**src/hdl/dmr_pkg.sv**
```systemverilog
// Constants for the DAC mute, attenuation and power-down control block.
// Assumes pclk, the master clock, runs at 125 MHz.
package dmr_pkg;

  // ********
  // Clock and timing
  // ********
  localparam int unsigned PCLK_HZ = 125_000_000;
  localparam int unsigned RELOCK_MS = 100;
  localparam int unsigned RELOCK_CYCLES = RELOCK_MS * (PCLK_HZ / 1000);
  localparam int unsigned RATE_DIV_MIN = 512;
  localparam int unsigned RATE_DIV_MAX = 1024;
  localparam int unsigned ZC_TIMEOUT_SAMPLES = 1024;
  localparam int unsigned RATE_CNT_W = 11;

  // ********
  // Widths and control byte layout
  // ********
  localparam int unsigned SAMPLE_W = 18;
  localparam int unsigned ATT_W = 6;
  localparam int unsigned CTRL_W = 7;
  localparam int unsigned CB_CHAN_BIT = 7;
  localparam int unsigned CB_MUTE_BIT = 6;
  localparam logic [CTRL_W-1:0] CTRL_RESET = 7'h00;

  // ********
  // Register offsets (byte addresses)
  // ********
  localparam int unsigned ADDR_W = 8;
  localparam logic [ADDR_W-1:0] OFS_CTRL_LEFT = 8'h00;
  localparam logic [ADDR_W-1:0] OFS_CTRL_RIGHT = 8'h04;
  localparam logic [ADDR_W-1:0] OFS_STATUS = 8'h08;
  localparam logic [ADDR_W-1:0] OFS_RATE = 8'h0C;

  // ********
  // Status register fields
  // ********
  localparam int unsigned ST_PD = 0;
  localparam int unsigned ST_READY = 1;
  localparam int unsigned ST_RATE_OK = 2;
  localparam int unsigned ST_MUTE_L = 3;
  localparam int unsigned ST_MUTE_R = 4;
  localparam int unsigned ST_PEND_L = 5;
  localparam int unsigned ST_PEND_R = 6;
  localparam int unsigned ST_MODE_LSB = 8;
  localparam int unsigned ST_WL18 = 10;
  localparam int unsigned ST_DEEMPHASIS_SELECT = 11;
  localparam int unsigned ST_ATT_L_LSB = 16;
  localparam int unsigned ST_ATT_R_LSB = 24;

  // Pin synchroniser lanes
  localparam int unsigned PIN_N = 10;

endpackage : dmr_pkg

```
**src/hdl/dmr_chan_if.sv**
```systemverilog
// Carrier between the control core and one channel's attenuation updater.
// Assumes both ends run on the same clock.
`timescale 1ns/1ns
`default_nettype none
interface dmr_chan_if #(
  parameter int unsigned SAMPLE_W = dmr_pkg::SAMPLE_W,
  parameter int unsigned ATT_W = dmr_pkg::ATT_W
);
  logic wr;
  logic [ATT_W-1:0] wr_att;
  logic frame_edge;
  logic frame_rise;
  logic smp_valid;
  logic [SAMPLE_W-1:0] smp;
  logic [ATT_W-1:0] att_applied;
  logic pending;

  modport ctrl (
    output wr, wr_att, frame_edge, frame_rise, smp_valid, smp,
    input att_applied, pending
  );
  modport chan (
    input wr, wr_att, frame_edge, frame_rise, smp_valid, smp,
    output att_applied, pending
  );
endinterface : dmr_chan_if
`default_nettype wire

```
**src/hdl/dmr_top.sv**
```systemverilog
// Control core of a stereo DAC: APB registers, serial control port, global and
// per-channel mute, gated attenuation, power-down/reset and rate tracking.
// Assumes pclk is the master clock and samples arrive on pclk.
// Function
// - Track frame rates from master clock over 1024 up to over 512.
// - Global mute pin high mutes left and right together.
// - A channel's register mute bit mutes only that channel.
// - Apply attenuation at zero crossing, or after 1024 samples regardless.
// - Power-down pin low holds low-power state; raising it resumes operation.
// - On release, clear all engine registers to zero.
// - Reset loads both channel control registers with defaults.
// - Control defaults are mute off and attenuation zero.
// - Control byte: bit 7 channel, bit 6 mute, bits 5..0 attenuation.
// - New attenuation arms on first frame edge after latch rise.
//
// The placing of the registers and the APB register port were left to the implementer.
`timescale 1ns/1ns
`default_nettype none
module dmr_top #(
  parameter int unsigned RELOCK_CYCLES = dmr_pkg::RELOCK_CYCLES,
  parameter int unsigned ZC_TIMEOUT = dmr_pkg::ZC_TIMEOUT_SAMPLES
) (
  input wire logic pclk, // APB and master clock
  input wire logic presetn, // Async reset, active low
  input wire logic clk_en, // Clock enable, freezes all state when low
  input wire logic [dmr_pkg::ADDR_W-1:0] paddr, // APB address
  input wire logic psel, // APB select
  input wire logic penable, // APB enable
  input wire logic pwrite, // APB write
  input wire logic [31:0] pwdata, // APB write data
  output logic [31:0] prdata, // APB read data
  output logic pready, // APB ready
  output logic pslverr, // APB error
  input wire logic power_down_reset_n, // Power-down/reset pin, active low
  input wire logic mute_all, // Global mute pin
  input wire logic control_shift_clock, // Serial control clock pin
  input wire logic control_serial_in, // Serial control data pin
  input wire logic control_latch, // Serial control latch pin
  input wire logic frame_clock, // Left/right frame clock pin
  input wire logic input_port_mode_sel0, // Port mode select pin 0
  input wire logic input_port_mode_sel1, // Port mode select pin 1
  input wire logic word_len_18_sel, // Word length select pin
  input wire logic deemphasis_select, // De-emphasis select pin
  input wire logic sample_valid, // Sample pair strobe
  input wire logic [dmr_pkg::SAMPLE_W-1:0] sample_left, // Left sample
  input wire logic [dmr_pkg::SAMPLE_W-1:0] sample_right, // Right sample
  output logic power_down, // Power-down state
  output logic engine_clear, // One-cycle clear of the engine
  output logic ports_ready, // Relock wait over
  output logic rate_in_range, // Frame rate within tracking range
  output logic mute_left, // Effective left mute
  output logic mute_right, // Effective right mute
  output logic [dmr_pkg::ATT_W-1:0] atten_left, // Applied left attenuation
  output logic [dmr_pkg::ATT_W-1:0] atten_right, // Applied right attenuation
  output logic [1:0] port_mode, // Filtered port mode select
  output logic word_len_18, // Filtered word length select
  output logic deemph_en // Filtered de-emphasis select
);
  localparam int unsigned RLW = $clog2(RELOCK_CYCLES + 1);
  localparam logic [RLW-1:0] RELOCK_LAST = RLW'(RELOCK_CYCLES);
  localparam int unsigned RW = dmr_pkg::RATE_CNT_W;
  localparam logic [RW-1:0] RATE_MIN = RW'(dmr_pkg::RATE_DIV_MIN);
  localparam logic [RW-1:0] RATE_MAX = RW'(dmr_pkg::RATE_DIV_MAX);

  if (RELOCK_CYCLES < 1 || ZC_TIMEOUT < 2) begin : g_chk
    $error("dmr_top: RELOCK_CYCLES or ZC_TIMEOUT out of range");
  end

  // ****************************************
  // Pin synchronisers
  // ****************************************
  logic [dmr_pkg::PIN_N-1:0] pins;
  logic [dmr_pkg::PIN_N-1:0] pins_s;
  logic pdrst_s;
  logic mute_s;
  logic sclk_s;
  logic sdin_s;
  logic latch_s;
  logic frame_s;

  assign pins = {deemphasis_select, word_len_18_sel, input_port_mode_sel1,
                 input_port_mode_sel0, frame_clock, control_latch,
                 control_serial_in, control_shift_clock, mute_all,
                 power_down_reset_n};
  assign pdrst_s = pins_s[0];
  assign mute_s = pins_s[1];
  assign sclk_s = pins_s[2];
  assign sdin_s = pins_s[3];
  assign latch_s = pins_s[4];
  assign frame_s = pins_s[5];

  dmr_sync #(.W(dmr_pkg::PIN_N)) u_sync (
    .clk(pclk),
    .rst_n(presetn),
    .ce(clk_en),
    .pin(pins),
    .q(pins_s)
  );

  // ****************************************
  // Power-down and release
  // ****************************************
  // Filter lag: a low pulse under two clocks may be missed
  logic pd_now;
  logic pd_q;
  logic release_q;
  logic clear_all;
  logic [RLW-1:0] relock_q;

  assign pd_now = ~pdrst_s;
  assign clear_all = pd_now | release_q;

  always_ff @(posedge pclk or negedge presetn) begin
    if (!presetn) begin
      pd_q <= 1'b1;
      release_q <= 1'b0;
      relock_q <= '0;
    end else if (clk_en) begin
      pd_q <= pd_now;
      release_q <= pd_q & ~pd_now;
      if (pd_now) begin
        relock_q <= '0;
      end else if (relock_q != RELOCK_LAST) begin
        relock_q <= relock_q + RLW'(1);
      end
    end
  end

  assign power_down = pd_q;
  assign engine_clear = release_q;
  assign ports_ready = (relock_q == RELOCK_LAST) & ~pd_q;

  // ****************************************
  // Frame clock edges and rate tracking
  // ****************************************
  logic frame_q;
  logic frame_edge;
  logic frame_rise;
  logic [RW-1:0] rate_cnt_q;
  logic [RW-1:0] period_q;
  logic rate_ok_q;
  logic [RW-1:0] rate_next;

  assign frame_edge = frame_s ^ frame_q;
  assign frame_rise = frame_s & ~frame_q;
  assign rate_next = (rate_cnt_q == '1) ? rate_cnt_q : rate_cnt_q + RW'(1);

  always_ff @(posedge pclk or negedge presetn) begin
    if (!presetn) begin
      frame_q <= 1'b0;
      rate_cnt_q <= '0;
      period_q <= '0;
      rate_ok_q <= 1'b0;
    end else if (clk_en) begin
      frame_q <= frame_s;
      if (clear_all) begin
        rate_cnt_q <= '0;
        period_q <= '0;
        rate_ok_q <= 1'b0;
      end else if (frame_rise) begin
        rate_cnt_q <= '0;
        period_q <= rate_next;
        rate_ok_q <= (rate_next >= RATE_MIN) && (rate_next <= RATE_MAX);
      end else begin
        rate_cnt_q <= rate_next;
      end
    end
  end

  assign rate_in_range = rate_ok_q;

  // ****************************************
  // Serial control port
  // ****************************************
  logic sclk_q;
  logic latch_q;
  logic [7:0] shift_q;
  logic ser_wr;
  logic ser_wr_l;
  logic ser_wr_r;

  assign ser_wr = latch_s & ~latch_q;
  assign ser_wr_r = ser_wr & shift_q[dmr_pkg::CB_CHAN_BIT];
  assign ser_wr_l = ser_wr & ~shift_q[dmr_pkg::CB_CHAN_BIT];

  always_ff @(posedge pclk or negedge presetn) begin
    if (!presetn) begin
      sclk_q <= 1'b0;
      latch_q <= 1'b0;
      shift_q <= '0;
    end else if (clk_en) begin
      sclk_q <= sclk_s;
      latch_q <= latch_s;
      if (clear_all) begin
        shift_q <= '0;
      end else if (sclk_s & ~sclk_q) begin
        shift_q <= {shift_q[6:0], sdin_s};
      end
    end
  end

  // ****************************************
  // APB slave
  // ****************************************
  logic setup;
  logic wr_acc;
  logic hit_l;
  logic hit_r;
  logic hit_st;
  logic hit_rate;
  logic mapped;
  logic apb_wr_l;
  logic apb_wr_r;
  logic [31:0] rd_mux;
  logic [31:0] status_w;
  logic [31:0] prdata_q;
  logic pslverr_q;

  assign setup = psel & ~penable;
  assign wr_acc = psel & penable & pwrite;
  assign hit_l = (paddr == dmr_pkg::OFS_CTRL_LEFT);
  assign hit_r = (paddr == dmr_pkg::OFS_CTRL_RIGHT);
  assign hit_st = (paddr == dmr_pkg::OFS_STATUS);
  assign hit_rate = (paddr == dmr_pkg::OFS_RATE);
  assign mapped = hit_l | hit_r | hit_st | hit_rate;
  assign apb_wr_l = wr_acc & hit_l;
  assign apb_wr_r = wr_acc & hit_r;
  assign pready = clk_en;
  assign prdata = prdata_q;
  assign pslverr = pslverr_q;

  // ****************************************
  // Channel control registers
  // ****************************************
  logic [dmr_pkg::CTRL_W-1:0] ctrl_l_q;
  logic [dmr_pkg::CTRL_W-1:0] ctrl_r_q;
  logic [dmr_pkg::CTRL_W-1:0] ctrl_l_d;
  logic [dmr_pkg::CTRL_W-1:0] ctrl_r_d;
  logic wr_l;
  logic wr_r;

  // Bus write wins over a serial write landing in the same cycle
  assign wr_l = apb_wr_l | ser_wr_l;
  assign wr_r = apb_wr_r | ser_wr_r;
  assign ctrl_l_d = apb_wr_l ? pwdata[dmr_pkg::CTRL_W-1:0] : shift_q[dmr_pkg::CTRL_W-1:0];
  assign ctrl_r_d = apb_wr_r ? pwdata[dmr_pkg::CTRL_W-1:0] : shift_q[dmr_pkg::CTRL_W-1:0];

  always_ff @(posedge pclk or negedge presetn) begin
    if (!presetn) begin
      ctrl_l_q <= dmr_pkg::CTRL_RESET;
      ctrl_r_q <= dmr_pkg::CTRL_RESET;
    end else if (clk_en) begin
      if (clear_all) begin
        ctrl_l_q <= dmr_pkg::CTRL_RESET;
        ctrl_r_q <= dmr_pkg::CTRL_RESET;
      end else begin
        if (wr_l) begin
          ctrl_l_q <= ctrl_l_d;
        end
        if (wr_r) begin
          ctrl_r_q <= ctrl_r_d;
        end
      end
    end
  end

  // ****************************************
  // Channel attenuation updaters
  // ****************************************
  dmr_chan_if ch_l ();
  dmr_chan_if ch_r ();

  assign ch_l.wr = wr_l & ~clear_all;
  assign ch_l.wr_att = ctrl_l_d[dmr_pkg::ATT_W-1:0];
  assign ch_l.frame_edge = frame_edge;
  assign ch_l.frame_rise = frame_rise;
  assign ch_l.smp_valid = sample_valid;
  assign ch_l.smp = sample_left;
  assign ch_r.wr = wr_r & ~clear_all;
  assign ch_r.wr_att = ctrl_r_d[dmr_pkg::ATT_W-1:0];
  assign ch_r.frame_edge = frame_edge;
  assign ch_r.frame_rise = frame_rise;
  assign ch_r.smp_valid = sample_valid;
  assign ch_r.smp = sample_right;

  dmr_chan #(.TIMEOUT(ZC_TIMEOUT)) u_chan_l (
    .clk(pclk),
    .rst_n(presetn),
    .ce(clk_en),
    .clear(clear_all),
    .bus(ch_l)
  );

  dmr_chan #(.TIMEOUT(ZC_TIMEOUT)) u_chan_r (
    .clk(pclk),
    .rst_n(presetn),
    .ce(clk_en),
    .clear(clear_all),
    .bus(ch_r)
  );

  assign atten_left = ch_l.att_applied;
  assign atten_right = ch_r.att_applied;

  // ****************************************
  // Mute, mode outputs and read data
  // ****************************************
  logic mute_l_q;
  logic mute_r_q;
  logic [3:0] mode_q;

  always_ff @(posedge pclk or negedge presetn) begin
    if (!presetn) begin
      mute_l_q <= 1'b1;
      mute_r_q <= 1'b1;
      mode_q <= '0;
      prdata_q <= '0;
      pslverr_q <= 1'b0;
    end else if (clk_en) begin
      // Hold muted through power-down to avoid clicks
      mute_l_q <= pd_now | mute_s | ctrl_l_q[dmr_pkg::CB_MUTE_BIT];
      mute_r_q <= pd_now | mute_s | ctrl_r_q[dmr_pkg::CB_MUTE_BIT];
      mode_q <= pins_s[9:6];
      if (setup) begin
        prdata_q <= rd_mux;
        pslverr_q <= ~mapped;
      end
    end
  end

  assign mute_left = mute_l_q;
  assign mute_right = mute_r_q;
  assign port_mode = mode_q[1:0];
  assign word_len_18 = mode_q[2];
  assign deemph_en = mode_q[3];

  always_comb begin
    status_w = '0;
    status_w[dmr_pkg::ST_PD] = pd_q;
    status_w[dmr_pkg::ST_READY] = ports_ready;
    status_w[dmr_pkg::ST_RATE_OK] = rate_ok_q;
    status_w[dmr_pkg::ST_MUTE_L] = mute_l_q;
    status_w[dmr_pkg::ST_MUTE_R] = mute_r_q;
    status_w[dmr_pkg::ST_PEND_L] = ch_l.pending;
    status_w[dmr_pkg::ST_PEND_R] = ch_r.pending;
    status_w[dmr_pkg::ST_MODE_LSB +: 2] = mode_q[1:0];
    status_w[dmr_pkg::ST_WL18] = mode_q[2];
    status_w[dmr_pkg::ST_DEEMPHASIS_SELECT] = mode_q[3];
    status_w[dmr_pkg::ST_ATT_L_LSB +: dmr_pkg::ATT_W] = ch_l.att_applied;
    status_w[dmr_pkg::ST_ATT_R_LSB +: dmr_pkg::ATT_W] = ch_r.att_applied;
  end

  assign rd_mux = hit_l ? 32'(ctrl_l_q) :
                  hit_r ? 32'(ctrl_r_q) :
                  hit_st ? status_w :
                  hit_rate ? 32'(period_q) : '0;

endmodule : dmr_top
`default_nettype wire

```
**src/hdl/dmr_sync.sv**
```systemverilog
// Three-stage pin synchroniser; a lane changes once stages two and three agree.
// Assumes pin inputs are asynchronous to clk.
`timescale 1ns/1ns
`default_nettype none
module dmr_sync #(
  parameter int unsigned W = 1
) (
  input wire logic clk, // Clock
  input wire logic rst_n, // Async reset, active low
  input wire logic ce, // Clock enable
  input wire logic [W-1:0] pin, // Raw pins
  output logic [W-1:0] q // Filtered level
);
  logic [W-1:0] s1_q;
  logic [W-1:0] s2_q;
  logic [W-1:0] s3_q;
  logic [W-1:0] agree;

  if (W < 1) begin : g_chk
    $error("dmr_sync: W must be at least 1");
  end

  // First stage feeds only the second
  assign agree = ~(s2_q ^ s3_q);

  always_ff @(posedge clk or negedge rst_n) begin
    if (!rst_n) begin
      s1_q <= '0;
      s2_q <= '0;
      s3_q <= '0;
      q <= '0;
    end else if (ce) begin
      s1_q <= pin;
      s2_q <= s1_q;
      s3_q <= s2_q;
      q <= (agree & s3_q) | (~agree & q);
    end
  end
endmodule : dmr_sync
`default_nettype wire

```
**src/hdl/dmr_chan.sv**
```systemverilog
// One channel's attenuation updater: arm on frame edge, apply on zero crossing
// or after a sample-count timeout. Assumes samples arrive on clk.
`timescale 1ns/1ns
`default_nettype none
module dmr_chan #(
  parameter int unsigned TIMEOUT = dmr_pkg::ZC_TIMEOUT_SAMPLES
) (
  input wire logic clk, // Clock
  input wire logic rst_n, // Async reset, active low
  input wire logic ce, // Clock enable
  input wire logic clear, // Power-down or release clear
  dmr_chan_if.chan bus // Channel carrier
);
  typedef enum logic [1:0] {IDLE, ARM, SEEK} dmr_st_type;
  localparam int unsigned CW = $clog2(TIMEOUT + 1);
  localparam logic [CW-1:0] CNT_LAST = CW'(TIMEOUT - 1);

  dmr_st_type st_q;
  dmr_st_type st_d;
  logic [dmr_pkg::ATT_W-1:0] tgt_q;
  logic [dmr_pkg::ATT_W-1:0] tgt_d;
  logic [dmr_pkg::ATT_W-1:0] app_q;
  logic [dmr_pkg::ATT_W-1:0] app_d;
  logic [CW-1:0] cnt_q;
  logic [CW-1:0] cnt_d;
  logic sign_q;
  logic zero_cross;
  logic timed_out;

  if (TIMEOUT < 2) begin : g_chk
    $error("dmr_chan: TIMEOUT must be at least 2");
  end

  assign zero_cross = bus.smp_valid &&
    ((bus.smp == '0) || (bus.smp[dmr_pkg::SAMPLE_W-1] != sign_q));
  assign timed_out = bus.frame_rise && (cnt_q == CNT_LAST);
  assign bus.att_applied = app_q;
  assign bus.pending = (st_q != IDLE);

  always_comb begin
    st_d = st_q;
    tgt_d = tgt_q;
    app_d = app_q;
    cnt_d = cnt_q;
    if (bus.wr) begin
      // A fresh write restarts the wait so a coinciding edge never tears it
      tgt_d = bus.wr_att;
      st_d = ARM;
    end else begin
      unique case (st_q)
        IDLE: begin
        end
        ARM: begin
          if (bus.frame_edge) begin
            st_d = SEEK;
            cnt_d = '0;
          end
        end
        SEEK: begin
          if (zero_cross || timed_out) begin
            app_d = tgt_q;
            st_d = IDLE;
          end else if (bus.frame_rise) begin
            cnt_d = cnt_q + CW'(1);
          end
        end
        default: st_d = IDLE;
      endcase
    end
  end

  always_ff @(posedge clk or negedge rst_n) begin
    if (!rst_n) begin
      st_q <= IDLE;
      tgt_q <= '0;
      app_q <= '0;
      cnt_q <= '0;
      sign_q <= 1'b0;
    end else if (ce) begin
      if (clear) begin
        st_q <= IDLE;
        tgt_q <= '0;
        app_q <= '0;
        cnt_q <= '0;
        sign_q <= 1'b0;
      end else begin
        st_q <= st_d;
        tgt_q <= tgt_d;
        app_q <= app_d;
        cnt_q <= cnt_d;
        if (bus.smp_valid) begin
          sign_q <= bus.smp[dmr_pkg::SAMPLE_W-1];
        end
      end
    end
  end
endmodule : dmr_chan
`default_nettype wire

```
**config.mk**
```make
export PLATFORM = sky130hd
export DESIGN_NAME = dmr_top
export DESIGN_NICKNAME = d
export VERILOG_FILES = /design/src/hdl/dmr_pkg.sv /design/src/hdl/dmr_chan_if.sv /design/src/hdl/dmr_top.sv /design/src/hdl/dmr_sync.sv /design/src/hdl/dmr_chan.sv
export SDC_FILE = /design/constraint.sdc
export NUM_CORES = 1
export LEC_CHECK = 0
export BUFFER_PORTS_ARGS = -buffer_cell sky130_fd_sc_hd__buf_2
export CAP_MARGIN = 15
export CORE_MARGIN = 3
export CORE_UTILIZATION = 51
export CTS_BUF_LIST = sky130_fd_sc_hd__clkbuf_2 sky130_fd_sc_hd__clkbuf_4 sky130_fd_sc_hd__clkbuf_8
export DETAILED_ROUTE_END_ITERATION = 6
export PLACE_DENSITY_LB_ADDON = 0.2
export SYNTH_ARGS = -nofsm -noshare
export SYNTH_HDL_FRONTEND = slang
export SYNTH_SLANG_ARGS = --single-unit
```
**constraint.sdc**
```tcl
create_clock -name pclk -period 2.48 [get_ports pclk]
set_input_delay 0.248 -clock pclk [delete_from_list [all_inputs] [get_ports pclk]]
set_output_delay 0.248 -clock pclk [all_outputs]
set_load 0.03 [all_outputs]
```
## After elaboration in Yosys (flattened, before gate mapping)

Index checks and enable logic that the tools add are counted.

| cells by class | value |
|---|---|
| multiplexer cells | 57 |
| reduce and logical (&&, ||, !) cells | 44 |
| equal/unequal tests | 29 |
| add/sub/neg operators | 4 |
| bitwise operators | 39 |
| $lt $le $gt $ge | 2 |

Operators by type and width:

| cell | count |
|---|---|
| 2-to-1 mux 11 bit | 15 |
| 2-to-1 mux 30 bit | 3 |
| 2-to-1 mux 6 bit | 12 |
| 2-to-1 mux 24 bit | 2 |
| one-hot mux 11 bit (2 select lines) | 2 |
| 2-to-1 mux 7 bit | 6 |
| logical NOT 18 bit | 2 |
| adder 11 x 1 -> 11 bit, second input constant | 3 |
| nonzero test 2 bit | 13 |
| adder 24 x 1 -> 24 bit, second input constant | 1 |
| == test 24 bit, second input constant | 1 |
| != test 24 bit, second input constant | 1 |
| == test 11 x 10 -> 1 bit, second input constant | 2 |
| != test 3 bit, second input constant | 7 |
| bitwise AND 10 bit | 2 |
| NOT 10 bit | 2 |
| AND reduction 2 bit | 9 |
| == test 8 x 4 -> 1 bit, second input constant | 2 |
| 2-to-1 mux 8 bit | 2 |
| AND reduction 4 bit | 4 |
| bitwise AND 1 bit | 14 |
| 2-to-1 mux 2 bit | 7 |
| one-hot mux 2 bit (3 select lines) | 2 |
| AND reduction 6 bit | 2 |
| 22 further kinds | 59 |

| storage, ports and cells | value |
|---|---|
| logic and storage cells | 206 |
| output and inout port bits | 56 |
| bits in registers | 205 |
| bits of input ports | 93 |

## Depth between registers and ports, before layout

Gate-level depths: netlist of the first run.

| depth | value |
|---|---|
| depth in word-level cells | 8 |
| mapped depth | 10 |
| depth with buffers taken out | 8 |

## By module

From an unflattened synthesis of the first run, not the netlist that was laid out.

| second synthesis, totals | value |
|---|---|
| cells, all modules | 973 |
| area total of the unflattened synthesis | 9,999.6 um^2 |

By module, submodules not included:

| module | cells each | area an instance (um^2) | times used | sequential area each (um^2) |
|---|---|---|---|---|
| dmr_top | 517 | 5,276.3 | 1 | 2,631.3 |
| dmr_chan | 171 | 1,547.7 | 2 | 650.6 |
| dmr_sync | 114 | 1,627.8 | 1 | 1,001.0 |

## Least setup slack after synthesis of the first run

OpenSTA, ideal clock, no wires.

| timing | value |
|---|---|
| kind | flip-flop to flip-flop |
| start point | register relock_q[2] |
| end point | register prdata_q[1] (netlist: prdata[1]) |
| setup time | 67 ps |
| stages on the path, launching flop included | 7 |
| setup slack | 267 ps |
| period minus slack after synthesis | 2,213 ps |
| path buffers | 0 |
| required time | 2,413 ps |
| data arrival time | 2,146 ps |
| cells stage by stage | dfrtp_1 > or4b_2 > nor4_1 > nand4b_1 > nor2_1 > o21ai_0 > nand2_1 |

| on the way | value |
|---|---|
| longest elaborated chain between the ends | 5 |

Ends and longest elaborated chain:

| what | RTL line | text |
|---|---|---|
| from (decl) | dmr_top.sv:108 | `logic [RLW-1:0] relock_q;` |
| from (signal assigned) | dmr_top.sv:124 | `relock_q <= relock_q + RLW'(1);` |
| == test 24 bit | dmr_top.sv:131 | `assign ports_ready = (relock_q == RELOCK_LAST) & ~pd_q;` |
| bitwise AND 1 bit | dmr_top.sv:131 |  |
| named net ports_ready | dmr_top.sv:49 | `output logic ports_ready,` |
| 2-to-1 mux 30 bit | dmr_top.sv:355 | `hit_st ? status_w :` |
| 2-to-1 mux 30 bit | dmr_top.sv:354 | `hit_r ? 32'(ctrl_r_q) :` |
| 2-to-1 mux 30 bit | dmr_top.sv:353 | `assign rd_mux = hit_l ? 32'(ctrl_l_q) :` |
| to (signal assigned) | dmr_top.sv:325 | `prdata_q <= rd_mux;` |
| to (decl) | dmr_top.sv:216 | `logic [31:0] prdata_q;` |

The timed path passes the listed nets, and every way through them passes these cells.
A chain may end at the register's enable or synchronous reset.

## Worst setup path in the final report of the first run

| timing | value |
|---|---|
| start point | register u_chan_r.cnt_q[0] |
| end point | register u_chan_r.cnt_q[0] |

| on the way | value |
|---|---|
| longest elaborated chain between the ends | 6 |
| elaborated cells on any way between the ends | 11 |
| classes of those cells | add/sub: 1; eq/ne: 2; mux: 5; reduce/logical: 3 |

Ends and longest elaborated chain:

| what | RTL line | text |
|---|---|---|
| from (decl) | dmr_chan.sv:24 | `logic [CW-1:0] cnt_q;` |
| from (signal assigned) | dmr_chan.sv:90 | `cnt_q <= cnt_d;` |
| adder 11 x 1 -> 11 bit | dmr_chan.sv:64 | `cnt_d = cnt_q + CW'(1);` |
| 2-to-1 mux 11 bit | dmr_chan.sv:63 | `end else if (bus.frame_rise) begin` |
| 2-to-1 mux 11 bit | dmr_chan.sv:60 | `if (zero_cross \|\| timed_out) begin` |
| one-hot mux 11 bit (2 select lines) | dmr_chan.sv:50 | `unique case (st_q)` |
| 2-to-1 mux 11 bit | dmr_chan.sv:45 | `if (bus.wr) begin` |
| 2-to-1 mux 11 bit | dmr_chan.sv:80 | `if (clear) begin` |

Several ways; a longest one is shown, not always the timed one. The select of a mux whose other input is x is not followed.

==> results.py, run 1 <==
metrics = {
    "timing": {
        "worstMarginPinSlew_ns": 0.901,
        "relSlewSlack_pct": 39.5,
        "finalSetupTns_ns": 0,
        "slew_viol_final": 0,
        "skew_ns": 0.0117,
        "finalHoldViolCount": 0,
        "finalSetupViolCount": 0,
        "fin_crit_ns": 2.32,
        "period_share_pct": 93.4,
        "rsz0062_at_grt": "false",
        "max_freq_mhz": 432,
    },
    "pwr": {
        "p_int_w": 0.00498,
        "p_sw_share_pct": 31.9,
        "p_sw_w": 0.00233,
        "power_frac_comb_pct": 21.3,
        "p_per_area_nw_per_um2": 708,
        "clockPowerShare_pct": 29.3,
        "peakVddDrop_mv": 0.332,
        "p_leak_nw": 4.79,
        "power_frac_seq_pct": 49.4,
    },
    "synth": {
        "ys_seq_area_share_pct": 52.6,
        "syn_inst": 839,
        "yosys_warnings": 0,
        "synth_enable_flop_cells": 0,
        "synth_area_sq_um": 8810,
        "yosys_most_used_dff": "dfrtp_1",
        "ys_types": 66,
        "yosysTopAreaCell": "dfrtp_1",
        "synth_top_area_share_pct": 51.7,
        "synth-async-reset-ratio_pct": 100,
        "synth.avg_cell_area_sq_um": 10.5,
        "synthTopCellsByArea": "dfrtp_1 (52%), o21ai_0 (4.3%), nand2_1 (4.0%), a22o_1 (4.0%), mux2_2 (3.7%)",
        "ys_ff_latch": 185,
    },
    "detailed_routing": {
        "drc": 0,
        "met1_length_um": 9260,
        "dr.first_iter.drc_count": 403,
        "ant_nets": 0,
        "top_layer_used": "met4",
        "vias": 6840,
        "wire_per_inst_um": 16.1,
        "met3_length_um": 1140,
        "drt-total-wl_um": 19500,
        "dr.pass1.iters": 5,
        "routed-wl-met2_um": 8800,
        "vias_per_cell": 5.66,
    },
    "die": {
        "die_area_sq_um": 18900,
        "die_h_um": 137,
        "core_area_sq_um": 16800,
        "dieWidth_um": 137,
        "io_pins": 149,
        "start_util_pct": 52.6,
        "num_rows": 47,
    },
    "global_routing": {
        "grt_use_total_pct": 21.4,
        "overflow": 0,
        "grt_pass1_vias": 6303,
        "antenna_found_initial": 0,
        "grt_max_degree": 80,
        "grt_pass1_wl_um": 31900,
    },
    "critical_path": {
        "crit_family": "simple AND/OR/NAND/NOR gates",
        "slowest_delay_ns": 0.58,
        "path_class": "flip-flop to flip-flop",
        "required_ns": 2.86,
        "crit_buf_inv": 0,
        "path_cells": "ha_1, and3_1, nand2_1, or4_1, a41oi_4, nor2b_1, mux2i_1",
        "end_kind": "flip-flop",
        "critPathLaunchType": "flip-flop",
        "cp_max_fo": 10,
        "crit_arrival_ns": 2.70,
        "crit_slowest_cell": "or4_1",
    },
    "placement": {
        "gp_congestion": 0.844,
        "place_area_sq_um": 9680,
        "portBuffers": 115,
        "hpwl_um": 13800,
    },
    "layout": {
        "drive_gt1_share_pct": 24.1,
        "nNetsFinal": 1074,
        "num_antenna_cells": 0,
        "finish.instance_area_sq_um": 10300,
        "syn2layout_area_growth_pct": 17.1,
        "fillers": 1394,
    },
    "cts": {
        "cts_buffer_depth": 2,
        "clk_transition_reported_paths_ns": 0.09,
        "cts_buffers": 17,
        "clk_latency_ns": 0.47,
        "clock-root-buffer": "clkbuf_8",
        "clock-sinks": 185,
        "cts_tree": "built",
        "htree_levels": 4,
    },
    "job": {
        "cap_violations": 0,
    },
    "hold_path": {
        "min-delay-path-class": "input port to flip-flop",
    },
    "outcome": {
        "outcome": "finished, final reports clean",
    },
}
## sequential cells by signal, indices dropped and copies added (netlist names), 2 cells and up, named ones only
name and count:
u_sync.s2_q 10, u_chan_r.cnt_q 11, u_chan_r.st_q 2, shift_q 8, u_sync.s3_q 10, u_chan_r.bus.att_applied 6, u_chan_l.cnt_q 11, u_sync.s1_q 10
period_q 11, prdata 24, u_chan_r.tgt_q 6, mode_q 4, rate_cnt_q 11, ctrl_l_q 6, u_chan_l.bus.att_applied 6, relock_q 24
u_chan_l.st_q 2
## Yosys cell counts (all sizes together) (12+ instances only)
| cell type | instances |
|---|---|
| and3 | 12 |
| dfrtp | 182 |
| mux2i | 16 |
| a22o | 40 |
| inv | 28 |
| nand2 | 94 |
| xor2 | 18 |
| a21oi | 25 |
| nand3 | 29 |
| buf | 21 |
| mux2 | 29 |
| o31ai | 24 |
| nor2 | 49 |
| clkbuf | 28 |
| o21ai | 80 |
| nor4 | 12 |
## path summary, 6_finish.rpt
path | startpoint | to | slack, ns | cells after the start
max reg2reg | u_chan_r.cnt_q[0] | u_chan_r.cnt_q[0] | 0.16 | 7
min reg2reg | period_q[6] | period_q[6] | 0.47 | 2
min in group asynchronous | presetn | relock_q[11] | 0.28 | 2
max in group asynchronous | presetn | power_down | 1.44 | 3
max | u_chan_r.cnt_q[0] | u_chan_r.cnt_q[0] | 0.16 | 7
min | deemphasis_select | u_sync.s1_q[9] | 0.04 | 2
## per-stage QoR
stage	utilization [%]	hold slack, ns	power [W]	instances	worst slack [ns]
floorplan	-	-0.0476	0.00458	846	0.267
global placement	57.7	0.224	0.00515	1158	0.0963
detailed placement	57.7	0.220	0.00518	1158	0.0376
CTS	61.3	0.00124	0.00736	1207	0.0150
global route	61.6	0.0121	0.00769	1208	0.0163
finish	61.6	0.0370	0.00730	1208	0.163
## layer usage
metal / up-vias / GRT usage, %
li1: 3318 / -
met1: 3299 / 31.4
met2: 203 / 32.0
met3: 20 / 4.60
met4: 0 / 6.43
met5: - / 0
## final cells by class
| class | instances | area (sq um) | area share, % |
|---|---|---|---|
| Clock buffer | 22 | 284 | 2.75 |
| Tap cell | 220 | 275 | 2.67 |
| Multi-Input combinational cell | 584 | 3900 | 37.8 |
| Clock inverter | 10 | 140 | 1.36 |
| Inverter | 28 | 105 | 1.02 |
| Timing Repair Buffer | 159 | 983 | 9.53 |
| Sequential cell | 185 | 4630 | 44.9 |
## placed cells by master, fill, tap and decap left out, types with 4 or more instances in the layout
cell type,Yosys,layout
and3_1,12,12
ha_1,6,6
nor4_1,11,10
nand2_1,94,94
nand3_1,29,29
nor2_1,49,48
o31ai_1,24,24
inv_1,28,28
o2bb2ai_1,4,4
nor2b_1,7,7
nor3_1,8,6
a22o_1,40,40
dfrtp_1,182,182
buf_2,6,113
nand4_1,11,11
xor2_1,18,18
a21oi_1,24,24
a32o_1,10,10
or3_1,4,4
o21ai_0,75,75
o2111ai_1,4,4
dlygate4sd3_1,0,10
and4_1,4,4
mux4_2,4,4
or2_2,4,4
buf_4,9,31
nand3b_1,5,5
xnor2_1,11,11
mux2i_1,16,16
and2_1,6,6
nand2b_1,8,8
o21ai_1,5,4
clkbuf_8,0,20
conb_1,1,8
mux2_2,29,29
## kinds of logic (layout without fill, tap and decap cells)
family	Yosys count	in the layout	share of synthesized area, %
XOR/XNOR	29	29	2.88
flip-flops	185	185	52.6
AO/OA/AOI/OAI	221	221	17.2
other	1	8	0.0425
buffers and inverters	77	219	4.09
AND/OR/NAND/NOR	269	269	15.3
adder cells (fa/ha/maj)	6	6	0.852
multiplexers	51	51	7.14
## timing repair
action,CTS,global route
cloned,0,0
hold buffers,10,0
setup endpoints to repair,1,17
endpoints found under the hold margin,57,0
pin swaps,3,2
gates resized for setup,6,6
buffers inserted,7,1
## power by group through the flow
stage                     clock [W]  sequential [W]  combinational [W]
after floorplan                   0         0.00366           0.000914
after global placement            0         0.00366            0.00149
after detailed placement          0         0.00367            0.00151
after CTS                   0.00221         0.00360            0.00155
after global routing        0.00231         0.00365            0.00174
final                       0.00214         0.00360            0.00156
Power figures use the tool's default switching activity.
==> run 2, diff against run 1 <==
--- a/config.mk
+++ b/config.mk
@@ -7,7 +7,7 @@
 export LEC_CHECK = 0
 export BUFFER_PORTS_ARGS = -buffer_cell sky130_fd_sc_hd__buf_2
 export CAP_MARGIN = 15
-export CORE_MARGIN = 3
+export CORE_MARGIN = 2
 export CORE_UTILIZATION = 51
 export CTS_BUF_LIST = sky130_fd_sc_hd__clkbuf_2 sky130_fd_sc_hd__clkbuf_4 sky130_fd_sc_hd__clkbuf_8
 export DETAILED_ROUTE_END_ITERATION = 6
==> run 2 against run 1 <==
Against the previous run: clock skew fell by 0.0033 ns; count of clock-buffer cells in the layout down 5; cell count rose by 0.99%; register-to-register slack hardly changed; clock power barely moved; core utilization decreased by 1.1 points; die area down 2.9%; combinational power about the same; critical path type is now flip-flop to primary output; critical endpoint is now ports_ready.
==> results.py, run 2 (synthesis gave the netlist of run 1 again) <==
metrics = {
    "detailed_routing": {
        "met1_length_um": 9790,
        "top_layer_used": "met4",
        "dr.pass1.iters": 5,
        "ant_nets": 0,
        "vias": 6914,
        "drc": 0,
        "routed-wl-met2_um": 9120,
        "drt-total-wl_um": 20000,
        "vias_per_cell": 5.67,
        "dr.first_iter.drc_count": 460,
        "met3_length_um": 896,
        "wire_per_inst_um": 16.4,
    },
    "die": {
        "core_area_sq_um": 17100,
        "dieWidth_um": 135,
        "start_util_pct": 51.5,
        "num_rows": 48,
        "die_h_um": 135,
        "die_area_sq_um": 18300,
        "io_pins": 149,
    },
    "critical_path": {
        "cp_max_fo": 4,
        "crit_arrival_ns": 2.15,
        "r2r_start": "frame_q",
        "crit_slowest_cell": "or4b_4",
        "worstReg2RegEnd": "u_chan_r.bus.att_applied[2]",
        "path_class": "flip-flop to primary output",
        "crit_family": "simple AND/OR/NAND/NOR gates",
        "rrSetupSlack_ns": 0.17,
        "slowest_delay_ns": 0.53,
        "critPathLaunchType": "flip-flop",
        "reg2reg_depth": 7,
        "required_ns": 2.23,
        "path_cells": "or4b_4, nor4_4, nand4b_1, nor2_2, buf_6",
        "end_kind": "primary output",
        "crit_buf_inv": 1,
    },
    "cts": {
        "htree_levels": 4,
        "cts_buffers": 17,
        "clk_latency_ns": 0.49,
        "cts_tree": "built",
        "clock-sinks": 185,
        "cts_buffer_depth": 2,
        "clock-root-buffer": "clkbuf_8",
        "clk_transition_reported_paths_ns": 0.10,
    },
    "job": {
        "cap_violations": 0,
    },
    "pwr": {
        "p_leak_nw": 4.81,
        "power.total_w": 0.00730,
        "p_per_area_nw_per_um2": 705,
        "peakVddDrop_mv": 0.429,
    },
    "layout": {
        "drive_gt1_share_pct": 24.3,
        "layout_commonest_cell": "dfrtp_1",
        "final_core_util_pct": 60.4,
        "nNetsFinal": 1081,
        "num_antenna_cells": 0,
        "final_cell_mix": "dfrtp_1 (182), buf_2 (113), nand2_1 (94), o21ai_0 (75), nor2_1 (48)",
        "finish.instance_area_sq_um": 10300,
        "syn2layout_area_growth_pct": 17.4,
    },
    "global_routing": {
        "grt_pass1_wl_um": 33300,
        "grt_max_degree": 67,
        "antenna_found_initial": 0,
        "grt_use_total_pct": 23.1,
        "overflow": 0,
        "grt_pass1_vias": 6552,
    },
    "hold_path": {
        "hold_depth": 2,
        "holdPathEnd": "u_chan_r.sign_q",
        "min-delay-path-class": "input port to flip-flop",
        "min_from": "sample_right[17]",
    },
    "placement": {
        "gp_congestion": 0.813,
        "place_area_sq_um": 9740,
        "portBuffers": 115,
        "hpwl_um": 14200,
    },
    "timing": {
        "skew_ns": 0.00843,
        "worstMarginPinSlew_ns": 0.868,
        "relSlewSlack_pct": 41.7,
        "slew_viol_final": 0,
        "period_share_pct": 96.8,
        "finalSetupTns_ns": 0,
        "max_freq_mhz": 417,
        "finalHoldViolCount": 0,
        "rsz0062_at_grt": "true",
        "fin_crit_ns": 2.40,
        "finalSetupViolCount": 0,
    },
    "outcome": {
        "outcome": "finished, final reports clean",
    },
}
[run 2: cell types whose count changed in the layout (fill, tap and decap cells not counted), moves of 2 or more]
cell      previous run  this run
clkinv_2             3         1
inv_8                0         4
buf_4               31        38
clkbuf_4             3         0
clkbuf_8            20        18
clkinv_4             1         4
[run 2: metrics by stage]
step	setup slack [ns]	cells	hold WS, ns
final	0.0805	1220	0.0539
after global routing	-0.0511	1220	0.0462
after CTS	0.0219	1220	0.0398
after detailed placement	0.157	1172	0.293
after global placement	0.190	1172	0.294
after floorplan	0.267	846	-0.0476
[run 2: worst max-delay path by stage]
| stage | cells past startpoint | slack (ns) | startpoint | to |
|---|---|---|---|---|
| after floorplan | 6 | 0.27 | relock_q[2] | prdata[1] |
| after global placement | 5 | 0.19 | relock_q[8] | ports_ready |
| after detailed placement | 6 | 0.16 | flip-flop | u_chan_r.bus.att_applied[2] |
| after CTS | 5 | 0.02 | relock_q[7] | ports_ready |
| after global routing | 5 | -0.05 | relock_q[8] | ports_ready |
| final | 5 | 0.08 | relock_q[8] | ports_ready |
[run 2: timing repair]
action / 4_1_cts / 5_1_grt
endpoints found under the setup margin: 1 / 5
setup buffers: 5 / 0
pin swaps: 4 / 2
hold buffers: 11 / 0
endpoints found under the hold margin: 72 / 0
gates resized for setup: 7 / 3
[run 2: worst reg2reg max path: stages, from the launching register on]
cell and delay, ns:
dfrtp_1 0.37, inv_1 0.06, ha_1 0.42, nand4_1 0.13
or4_1 0.49, a211oi_1 0.34, o21ai_2 0.18, a22o_1 0.22
[run 2: final cells by class]
class	count	area, sq um
well taps	225	282
clock buffers	17	234
repair buffers	166	1030
flip-flops and latches	185	4630
clock inverters	15	179
inverters	28	105
fillers	1475	6770
multi-input cells	584	3890
[run 2: per-layer routing]
layer | up-vias | GRT usage (%)
li1 | 3339 | -
met5 | - | 0
met4 | 0 | 6.25
met1 | 3377 | 33.6
met2 | 182 | 35.9
met3 | 16 | 4.30
[run 2: where the power goes]
| part | leakage [nW] | internal [W] | switching [W] |
|---|---|---|---|
| combinational | 2.14 | 0.000569 | 0.000996 |
| clock | 0.209 | 0.000934 | 0.00119 |
| sequential | 2.45 | 0.00332 | 0.000290 |
==> run 3, diff against run 2 <==
--- a/config.mk
+++ b/config.mk
@@ -12,6 +12,7 @@
 export CTS_BUF_LIST = sky130_fd_sc_hd__clkbuf_2 sky130_fd_sc_hd__clkbuf_4 sky130_fd_sc_hd__clkbuf_8
 export DETAILED_ROUTE_END_ITERATION = 6
 export PLACE_DENSITY_LB_ADDON = 0.2
+export RECOVER_POWER = 50
 export SYNTH_ARGS = -nofsm -noshare
 export SYNTH_HDL_FRONTEND = slang
 export SYNTH_SLANG_ARGS = --single-unit
==> run 3 against run 2 <==
Against the previous run: the flow now finishes with violations (max-capacitance violations, max-slew violations); highest routed layer unchanged; clock power barely moved; hold slack got worse by 0.0013 ns; non-clock buffer count did not move; global-route usage did not move; maximum frequency fell by 0.20%; core utilization fell by 0.12 points; wire length fell by 0.13%; largest cell class unchanged; sequential power barely moved.
==> results.py, run 3 (synthesis gave the netlist of run 1 again) <==
metrics = {
    "timing": {
        "rsz0062_at_grt": "true",
        "max_freq_mhz": 416,
        "period_share_pct": 96.9,
        "hold_ws_ns": 0.0526,
        "finalSetupViolCount": 0,
        "skew_ns": 0.00862,
        "worstMarginPinSlew_ns": 1.69,
        "fin_crit_ns": 2.40,
        "finalHoldViolCount": 0,
        "slew_viol_final": 65,
        "relSlewSlack_pct": -12.4,
    },
    "detailed_routing": {
        "dr.pass1.iters": 7,
        "dr.first_iter.drc_count": 502,
        "vias_per_cell": 5.67,
        "met1_length_um": 9690,
        "ant_nets": 0,
        "drt-total-wl_um": 20000,
        "vias": 6913,
        "top_layer_used": "met4",
        "wire_per_inst_um": 16.4,
        "routed-wl-met2_um": 9160,
        "drc": 0,
        "met3_length_um": 928,
    },
    "die": {
        "start_util_pct": 51.5,
        "die_h_um": 135,
        "dieWidth_um": 135,
        "io_pins": 149,
        "num_rows": 48,
        "die_area_sq_um": 18300,
        "core_area_sq_um": 17100,
    },
    "global_routing": {
        "antenna_found_initial": 0,
        "grt_use_total_pct": 23.1,
        "grt_pass1_vias": 6552,
        "overflow": 0,
        "grt_pass1_wl_um": 33300,
        "grt_max_degree": 67,
    },
    "cts": {
        "htree_levels": 4,
        "cts_buffer_depth": 2,
        "cts_buffers": 17,
        "clock-sinks": 185,
        "clk_latency_ns": 0.49,
        "cts_tree": "built",
        "clk_transition_reported_paths_ns": 0.10,
        "clock-root-buffer": "clkbuf_8",
    },
    "critical_path": {
        "critPathLaunchType": "flip-flop",
        "crit_arrival_ns": 2.16,
        "required_ns": 2.23,
        "end_kind": "primary output",
        "crit_family": "simple AND/OR/NAND/NOR gates",
        "cp_max_fo": 4,
        "path_class": "flip-flop to primary output",
        "slowest_delay_ns": 0.55,
        "crit_slowest_cell": "or4b_4",
        "crit_buf_inv": 1,
        "path_cells": "or4b_4, nor4_4, nand4b_1, nor2_2, buf_6",
    },
    "outcome": {
        "outcome": "finished, violations left",
        "violations": "max-capacitance violations, max-slew violations",
    },
    "pwr": {
        "p_leak_nw": 4.79,
        "peakVddDrop_mv": 0.429,
        "p_per_area_nw_per_um2": 706,
        "power.total_w": 0.00729,
    },
    "placement": {
        "gp_congestion": 0.813,
        "hpwl_um": 14200,
        "portBuffers": 115,
    },
    "layout": {
        "num_antenna_cells": 0,
        "fillers": 1482,
        "final_cell_mix": "dfrtp_1 (182), buf_2 (113), nand2_1 (94), o21ai_0 (75), nor2_1 (48)",
        "drive_gt1_share_pct": 24.0,
        "syn2layout_area_growth_pct": 17.1,
        "layout_commonest_cell": "dfrtp_1",
        "nNetsFinal": 1081,
    },
    "job": {
        "cap_violations": 1,
    },
    "hold_path": {
        "min-delay-path-class": "input port to flip-flop",
    },
}
-- run 3: changes by cell type in the layout (fill, tap and decap cells not counted) --
cell | before | now
clkbuf_1 | 0 | 3
clkbuf_8 | 18 | 17
buf_4 | 38 | 35
clkbuf_2 | 0 | 1
-- run 3: final timing paths --
path                             startpoint                     endpoint  slack [ns]  cells past startpoint
hold / removal             sample_right[17]              u_chan_r.sign_q        0.05                      2
hold reg to reg                 period_q[6]                  period_q[6]        0.47                      2
max in group asynchronous           presetn                 relock_q[16]        0.50                      3
setup / recovery                relock_q[2]                  ports_ready        0.08                      5
setup reg to reg                    frame_q  u_chan_r.bus.att_applied[2]        0.16                      7
min in group asynchronous           presetn               u_sync.s3_q[0]        0.74                      2
-- run 3: final cells by class --
type	count	area [sq um]	area share (%)
timing repair buffer	166	1010	9.74
clock inverter	15	179	1.73
tap	225	282	2.73
inverter	28	105	1.02
multi-input combinational	584	3890	37.6
sequential	185	4630	44.9
clock buffer	17	234	2.27
-- run 3: timing repair --
item,4_1_cts,5_1_grt
endpoints found under the hold margin,72,0
pin swaps,4,2
resized for setup,7,3
hold buffers,11,0
setup endpoints to repair,1,5
buffers inserted,5,0
-- run 3: power breakdown --
| group | switching, W | internal [W] | leakage (nW) |
|---|---|---|---|
| clock network | 0.00119 | 0.000934 | 0.209 |
| logic | 0.000998 | 0.000561 | 2.13 |
| registers | 0.000289 | 0.00332 | 2.45 |
| total | 0.00248 | 0.00481 | 4.79 |
-- run 3: worst reg2reg max path, stage by stage, from the launching register on --
cell and delay (ns):
dfrtp_1 0.37, inv_1 0.06, ha_1 0.42, nand4_1 0.13, or4_1 0.49, a211oi_1 0.35
o21ai_2 0.18, a22o_1 0.22
-- run 3: stage by stage --
stage                     std cells  TNS, ns  setup slack (ns)  area (sq um)  utilization [%]
final                          1220        0            0.0758         10300             60.3
after global routing           1220  -0.0511           -0.0511         10300             60.3
after CTS                      1220        0            0.0219         10300             60.3
after detailed placement       1172        0             0.157          9740             56.9
after global placement         1172        0             0.190          9740             56.9
after floorplan                 846        0             0.267          8840                -
-- run 3: per-layer routing --
metal / vias up / track usage [%]
li1: 3338 / -
met1: 3362 / 33.6
met2: 196 / 35.9
met3: 17 / 4.30
met4: 0 / 6.25
met5: - / 0
